<file path="config.mk">
export PLATFORM = sky130hd
export DESIGN_NAME = vgc_regs
export DESIGN_NICKNAME = d
export VERILOG_FILES = /design/src/vgc_pkg.sv /design/src/vgc_sync_if.sv /design/src/vgc_regs.sv /design/src/vgc_sync.sv
export SDC_FILE = /design/constraint.sdc
export NUM_CORES = 1
export LEC_CHECK = 0
export CAP_MARGIN = 20
export CORE_MARGIN = 2
export CORE_UTILIZATION = 39
export CTS_CLUSTER_DIAMETER = 120
export CTS_CLUSTER_SIZE = 12
export DETAILED_ROUTE_END_ITERATION = 8
export DONT_BUFFER_PORTS = 1
export PLACE_DENSITY = 0.49
export SLEW_MARGIN = 0
export SYNTH_ARGS = -nofsm -noshare
export SYNTH_HDL_FRONTEND = slang
export SYNTH_SLANG_ARGS = --single-unit
</file>
<file path="constraint.sdc">
create_clock -name clk_sys_i -period 2.9 [get_ports clk_sys_i]
set_clock_uncertainty 0.1 [all_clocks]
set_input_delay 0.435 -clock clk_sys_i [delete_from_list [all_inputs] [get_ports clk_sys_i]]
set_output_delay 0.435 -clock clk_sys_i [all_outputs]
set_load 0.03 [all_outputs]
</file>
<file path="src/vgc_pkg.sv">
// Purpose: Shared constants for the version, gain and calibration register bank.
// Assumes: APB with 32-bit data; each register sits in one aligned word.
// Notes: Register indices are kept; the byte address is four times the index.
package vgc_pkg;
   // =====================================================================
   // Register indices and byte addresses
   // =====================================================================
   localparam int unsigned VGC_ADDR_W = 8;
   localparam logic [VGC_ADDR_W-1:0] VGC_IDX_REVISION = 8'h08;
   localparam logic [VGC_ADDR_W-1:0] VGC_IDX_RESERVED = 8'h09;
   localparam logic [VGC_ADDR_W-1:0] VGC_IDX_GAIN = 8'h0A;
   localparam logic [VGC_ADDR_W-1:0] VGC_IDX_SLOPE = 8'h0B;
   localparam logic [VGC_ADDR_W-1:0] VGC_IDX_OFFSET = 8'h0C;
   localparam logic [VGC_ADDR_W-1:0] VGC_IDX_SETUP = 8'h10;
   localparam int unsigned VGC_WORD_SHIFT = 2;

   // =====================================================================
   // Field layouts and reset values
   // =====================================================================
   localparam int unsigned VGC_VER_W = 4;
   localparam int unsigned VGC_VER_LSB = 4;
   localparam int unsigned VGC_GAIN_W = 5;
   localparam int unsigned VGC_GAIN_LSB = 0;
   localparam int unsigned VGC_SLOPE_W = 5;
   localparam int unsigned VGC_SLOPE_LSB = 3;
   localparam int unsigned VGC_OFFSET_W = 6;
   localparam int unsigned VGC_OFFSET_LSB = 0;
   localparam int unsigned VGC_SETUP_PATH_BIT = 0;
   localparam logic [VGC_GAIN_W-1:0] VGC_GAIN_RESET = 5'h1A;
   localparam logic [VGC_GAIN_W-1:0] VGC_GAIN_UNITY = 5'h1A;
   localparam logic [7:0] VGC_RESERVED_RESET = 8'h00;
   localparam logic VGC_SETUP_PATH_RESET = 1'b1;
   localparam int unsigned VGC_SYNC_W = VGC_SLOPE_W + VGC_OFFSET_W + 1;
endpackage

</file>
<file path="src/vgc_sync_if.sv">
// Purpose: Carries the raw and synchronised fuse-memory signals.
// Assumes: One clock domain on the synchronised side.
// Notes: The raw side comes from outside the clock domain.
`timescale 1ns/1ps
interface vgc_sync_if #(parameter int unsigned WIDTH = 1);
   logic [WIDTH-1:0] raw;
   logic [WIDTH-1:0] synced;
   modport sync (input raw, output synced);
   modport user (output raw, input synced);
endinterface
</file>
<file path="src/vgc_regs.sv">
// Purpose: Version, buffer gain and temperature calibration registers on APB.
// Assumes: Fuse values arrive as levels with a valid flag from outside the domain.
// Notes: Every access completes with one wait state.
//
// Our own choice: the APB register port.
`timescale 1ns/1ps
module vgc_regs #(
   parameter logic [vgc_pkg::VGC_VER_W-1:0] VERSION = 4'h2 // Arbitrary value.
) (
   input wire logic clk_sys_i,
   input wire logic rst_i,
   input wire logic psel_i,
   input wire logic penable_i,
   input wire logic pwrite_i,
   input wire logic [vgc_pkg::VGC_ADDR_W-1:0] paddr_i,
   input wire logic [31:0] pwdata_i,
   output logic [31:0] prdata_o,
   output logic pready_o,
   output logic pslverr_o,
   input wire logic [vgc_pkg::VGC_SLOPE_W-1:0] otp_slope_i,
   input wire logic [vgc_pkg::VGC_OFFSET_W-1:0] otp_offset_i,
   input wire logic otp_valid_i,
   output logic [vgc_pkg::VGC_GAIN_W-1:0] buf_gain_o,
   output logic buf_in_path_o
);
   import vgc_pkg::*;

   initial begin
      if (VERSION == '0) begin
         $error("VERSION must not be zero");
      end
   end

   logic [VGC_GAIN_W-1:0] gain_code;
   logic [7:0] reserved_reg;
   logic path_sel;
   logic [VGC_SLOPE_W-1:0] slope_code;
   logic [VGC_OFFSET_W-1:0] offset_code;
   logic xfer_done;
   logic wr_done;
   logic [VGC_ADDR_W-1:0] reg_idx;
   logic aligned;
   logic hit;
   logic [31:0] next_rdata;
   logic otp_valid_s;
   logic otp_valid_q;
   logic [VGC_SLOPE_W-1:0] otp_slope_s;
   logic [VGC_OFFSET_W-1:0] otp_offset_s;

   // =====================================================================
   // Fuse input synchronisation
   // =====================================================================
   vgc_sync_if #(.WIDTH(VGC_SYNC_W)) otp_if ();

   // The whole fuse group is sampled together and used only once valid settles.
   assign otp_if.raw = {otp_valid_i, otp_offset_i, otp_slope_i};
   assign {otp_valid_s, otp_offset_s, otp_slope_s} = otp_if.synced;

   vgc_sync #(.WIDTH(VGC_SYNC_W)) u_otp_sync (
      .clk_sys_i(clk_sys_i),
      .rst_i(rst_i),
      .port(otp_if)
   );

   // Codes and valid cross in one group, so a code bit that moves with valid may be
   // caught half-settled; one more edge gives a fresh, settled sample before loading.
   always_ff @(posedge clk_sys_i) begin
      if (rst_i) begin
         otp_valid_q <= 1'b0;
      end else begin
         otp_valid_q <= otp_valid_s;
      end
   end

   // Fuse codes load once valid has stood for two edges; before that they read zero.
   always_ff @(posedge clk_sys_i) begin
      if (rst_i) begin
         slope_code <= '0;
         offset_code <= '0;
      end else if (otp_valid_s && otp_valid_q) begin
         slope_code <= otp_slope_s;
         offset_code <= otp_offset_s;
      end
   end

   // =====================================================================
   // APB decode
   // =====================================================================
   // Byte address is the index shifted by one word; misaligned is unmapped.
   assign reg_idx = paddr_i >> VGC_WORD_SHIFT;
   assign aligned = (paddr_i[VGC_WORD_SHIFT-1:0] == '0);
   assign hit = aligned && (reg_idx == VGC_IDX_REVISION || reg_idx == VGC_IDX_RESERVED ||
                reg_idx == VGC_IDX_GAIN || reg_idx == VGC_IDX_SLOPE ||
                reg_idx == VGC_IDX_OFFSET || reg_idx == VGC_IDX_SETUP);
   assign xfer_done = psel_i && penable_i && pready_o;
   assign wr_done = xfer_done && pwrite_i && hit;

   // Read mux; unused bits stay zero so narrow fields read clean.
   always_comb begin
      next_rdata = 32'h0000_0000;
      if (aligned) begin
         case (reg_idx)
            VGC_IDX_REVISION: next_rdata[VGC_VER_LSB +: VGC_VER_W] = VERSION;
            VGC_IDX_RESERVED: next_rdata[7:0] = reserved_reg;
            VGC_IDX_GAIN: next_rdata[VGC_GAIN_LSB +: VGC_GAIN_W] = gain_code;
            VGC_IDX_SLOPE: next_rdata[VGC_SLOPE_LSB +: VGC_SLOPE_W] = slope_code;
            VGC_IDX_OFFSET: next_rdata[VGC_OFFSET_LSB +: VGC_OFFSET_W] = offset_code;
            VGC_IDX_SETUP: next_rdata[VGC_SETUP_PATH_BIT] = path_sel;
            default: next_rdata = 32'h0000_0000;
         endcase
      end
   end

   // One wait state: ready rises in the second access cycle, data with it.
   always_ff @(posedge clk_sys_i) begin
      if (rst_i) begin
         pready_o <= 1'b0;
         prdata_o <= 32'h0000_0000;
         pslverr_o <= 1'b0;
      end else begin
         pready_o <= psel_i && penable_i && !pready_o;
         if (psel_i && penable_i && !pready_o) begin
            prdata_o <= pwrite_i ? 32'h0000_0000 : next_rdata;
            pslverr_o <= !hit;
         end else begin
            pslverr_o <= 1'b0;
         end
      end
   end

   // =====================================================================
   // Writable registers
   // =====================================================================
   // Only the gain field, reserved word and path bit take writes.
   always_ff @(posedge clk_sys_i) begin
      if (rst_i) begin
         gain_code <= VGC_GAIN_RESET;
         reserved_reg <= VGC_RESERVED_RESET;
         path_sel <= VGC_SETUP_PATH_RESET;
      end else if (wr_done) begin
         if (reg_idx == VGC_IDX_GAIN) begin
            gain_code <= pwdata_i[VGC_GAIN_LSB +: VGC_GAIN_W];
         end
         if (reg_idx == VGC_IDX_RESERVED) begin
            reserved_reg <= pwdata_i[7:0];
         end
         if (reg_idx == VGC_IDX_SETUP) begin
            path_sel <= pwdata_i[VGC_SETUP_PATH_BIT];
         end
      end
   end

   // =====================================================================
   // Analog buffer control
   // =====================================================================
   // Bypassed buffer sees unity so the analog side never runs a stale gain.
   always_ff @(posedge clk_sys_i) begin
      if (rst_i) begin
         buf_gain_o <= VGC_GAIN_UNITY;
         buf_in_path_o <= 1'b0;
      end else begin
         buf_in_path_o <= path_sel;
         buf_gain_o <= path_sel ? gain_code : VGC_GAIN_UNITY;
      end
   end
endmodule

</file>
<file path="src/vgc_sync.sv">
// Purpose: Two-flop synchroniser for a group of slow level signals.
// Assumes: The inputs change rarely and settle before they are used.
// Notes: The first stage feeds only the second stage.
`timescale 1ns/1ps
module vgc_sync #(
   parameter int unsigned WIDTH = 1
) (
   input wire logic clk_sys_i,
   input wire logic rst_i,
   vgc_sync_if.sync port
);
   logic [WIDTH-1:0] stage1;

   // =====================================================================
   // Synchroniser
   // =====================================================================
   // Two stages bound the metastability window before any logic looks.
   always_ff @(posedge clk_sys_i) begin
      if (rst_i) begin
         stage1 <= '0;
         port.synced <= '0;
      end else begin
         stage1 <= port.raw;
         port.synced <= stage1;
      end
   end
endmodule

</file>
==> summary.txt <==
Worst hold path
  • WHS Endpoint: gain_code[0]$_SDFFE_PP0P_
  • Hold wc startpoint: rst_i
  • Hold Crit Depth: 1
  • Worst min-delay path class: in2reg

Logic synthesis
  • Seq/Total Area, Yosys: roughly half
  • Cell area after synthesis: 2559 sq um
  • Synth Register Bits: 66
  • Netlist cell types: 40
  • Gate Count Post-Synth: 262
  • Synth warn: 0
  • Post-synth ARST share: 0%
  • Syn Area/Cell: slightly below 10 sq um
  • Post-synth EDFFs: 0
  • Predominant post-synthesis flop cell: dfxtp_1

Finish
  • Number of diodes: 0
  • Layout Cells excl Fill: about 340
  • Fill count: between 600 and 700
  • Nets: approximately 320
  • Top flop regs: u_otp_sync.port.synced: 12 flops, u_otp_sync.stage1: 12 flops
  • Layout cell share with drive strength beyond 1: around 9%
  • Synth-to-Final Area Change: 5.330%

GRT
  • Number of global-route vias before repair: around 1,600
  • Largest net degree at the start of global routing: 57
  • Initial antenna violation count: 0
  • First-pass GRT wire length: 7652 um
  • GRT Residual Overflow: 0
  • GRT Resource Usage Total: 13.82%

Floorplanning
  • # rows: 29
  • Die area: just over 7000 sq um
  • Core area: around 6300 sq um
  • Initial core utilization: ~40%
  • Die Wd: ~85 um
  • IO Pins: a little under 100
  • Die H: 85 um

Power
  • Static Leak: around 1 nW
  • Maximum VDD drop: 263.9 uV
  • PwrDens: around 620 nW/um^2

Route
  • DR vias/cell: 4.628
  • Initial DRT Pass Iterations: 4
  • Total number of vias: 1,592
  • Post-route DRC: 0
  • Iter 0 DRT Violations: 70
  • WL/cell: around 14 um
  • Antenna viol nets, final: 0
  • WL final: around 4700 um

Critical path
  • WS Path Type: in2reg
  • Worst Path Required: 3.04 ns
  • Crit-path max cell delay: approximately 0.70 ns
  • Reg2reg setup slack: 0.89 ns
  • Slowest stage cell, crit path: or4b_1
  • R2R cell count: 5
  • Critical R2R Launch: pready_o$_SDFF_PP0_
  • RR Endpoint: reserved_reg[2]$_SDFFE_PP0P_
  • CP startpoint kind: input pin
  • CP Data Arrival Time: 2.17 ns
  • CP Buf/Inv Count: 1
  • Worst-path fanout max: 8
  • Crit-path leading delay family: simple AND/OR/NAND/NOR gates
  • Crit path capture type: flip-flop
  • CP cell instances: or4b_1 -> nor4_4 -> buf_4 -> mux2i_1 -> nor2_1

Placed design
  • GPL Wtd Cong: 0.7720
  • Post-detail-place hpwl: ~3200 um
  • IO Port Bufs: 0
  • Placed insts: around 330

Clock network
  • Total clock sinks: 66
  • Clock tree from TritonCTS: built
  • Root Buffer: clkbuf_8
  • Clock Tree Buf Depth: 2
  • Clock buffers created by TritonCTS: 9
  • Postcts setup bufs: 0
  • H-tree Lvls: 3
  • Hold buffers post-CTS: 0
  • Clk_lat worst skew: between 0.3 and 0.4 ns
  • CTS resizes: 0
  • Worst-path clk slew: 0.07 ns

Timing
  • Endpoints failing setup: 0
  • Final TNS setup: 0 ns
  • RSZ-0062 raised after global routing: false
  • Slew @ Worst Pin: roughly 0.66 ns
  • Peak Freq: about 500 MHz
  • Worst slew margin: a little under three fifths
  • Max Slew Vio Count: 0
  • Tcrit/Tclk final: a little over two thirds
  • Tmin final: between 2 and 2.5 ns
  • Hold Fails Final Rpt: 0

Flow run
  • Max cap viols: 0

Outcome
  • Status: finished clean
-- metal layers --
layer / GRT usage, % / share of wire (%)
met5: 0 / 0
met4: 6.349 / 1.4
met3: 7.101 / 8.0
met2: 20.74 / 46
met1: 16.43 / 45
-- worst reg2reg max path: cells and delay by family (launching register included) --
family,cells,cell delay [ns]
DFF,1,0.54
buffers and inverters,1,0.25
muxes,1,0.21
and+or+nand+nor,3,0.81
-- kinds of logic after synthesis --
family | count (synthesis) | share of synthesized area [%]
AND/OR/NAND/NOR | 102 | 22.59
buffers and inverters | 40 | 9.682
AO/OA/AOI/OAI | 39 | 10.37
other | 1 | 0.1466
flip-flops | 66 | 51.64
multiplexers | 14 | 5.575
-- layout make-up --
cell class / count / area (sq um) / share of cell area, %
inverter: 4 / 15.01 / 0.5571
sequential: 66 / 1321 / 49.03
timing repair buffer: 2 / 15.01 / 0.5571
tap: 77 / 96.34 / 3.575
clock inverter: 5 / 30.03 / 1.114
multi-input combinational: 179 / 1076 / 39.93
clock buffer: 11 / 141.4 / 5.246
-- synthesized netlist by cell type, types with 4 or more instances --
| cell type | instances | area (sq um) |
|---|---|---|
| mux2i_1 | 12 | 120.1 |
| nor2_1 | 17 | 63.81 |
| nand2_1 | 25 | 93.84 |
| a21oi_1 | 17 | 85.08 |
| a22o_1 | 4 | 35.03 |
| dfxtp_1 | 66 | 1321 |
| a22oi_1 | 4 | 30.03 |
| nor3_1 | 4 | 20.02 |
| clkbuf_1 | 10 | 37.54 |
| o2bb2ai_1 | 6 | 52.55 |
| nor2b_1 | 29 | 181.4 |
| buf_4 | 24 | 180.2 |
| nand2b_1 | 6 | 37.54 |
| inv_1 | 4 | 15.01 |
-- worst max-delay path by stage --
stage	startpoint	endpoint	cells past startpoint
floorplan	paddr_i[4]	reserved_reg[0]$_SDFFE_PP0P_	5
global placement	paddr_i[4]	reserved_reg[2]$_SDFFE_PP0P_	5
detailed placement	paddr_i[4]	reserved_reg[2]$_SDFFE_PP0P_	5
CTS	pready_o$_SDFF_PP0_	reserved_reg[2]$_SDFFE_PP0P_	5
global route	pready_o$_SDFF_PP0_	reserved_reg[3]$_SDFFE_PP0P_	5
finish	paddr_i[4]	reserved_reg[2]$_SDFFE_PP0P_	5
-- metrics by stage --
step / hold slack (ns) / power (mW) / cell area, sq um / worst slack, ns / utilization (%)
2_1_floorplan: 0.3138 / 1.065 / 2645 / 0.7291 / -
3_3_place_gp: 0.3179 / 1.034 / 2524 / 0.4979 / 39.74
3_5_place_dp: 0.3203 / 1.034 / 2524 / 0.4842 / 39.74
4_1_cts: 0.04042 / 1.706 / 2695 / 0.8463 / 42.44
5_1_grt: 0.04408 / 1.753 / 2695 / 0.7229 / 42.44
6_report: 0.06465 / 1.682 / 2695 / 0.8677 / 42.44
-- cell usage in the layout, fill, tap and decap left out, types with 3 or more instances in the layout --
master / count
a21oi_1: 17
a22o_1: 4
a22oi_1: 4
and2_1: 3
clkbuf_8: 10
clkinv_2: 3
conb_1: 24
dfxtp_1: 66
inv_1: 4
mux2i_1: 12
nand2_1: 25
nand2b_1: 6
nand4_1: 3
nor2_1: 17
nor2b_1: 29
nor3_1: 4
o2bb2ai_1: 6
-- report_power, final --
group	internal [mW]	switching, mW
clock network	0.329	0.340
registers	0.924	0.00823
logic	0.0207	0.0602
No activity file was read; power rests on OpenSTA's default activity.
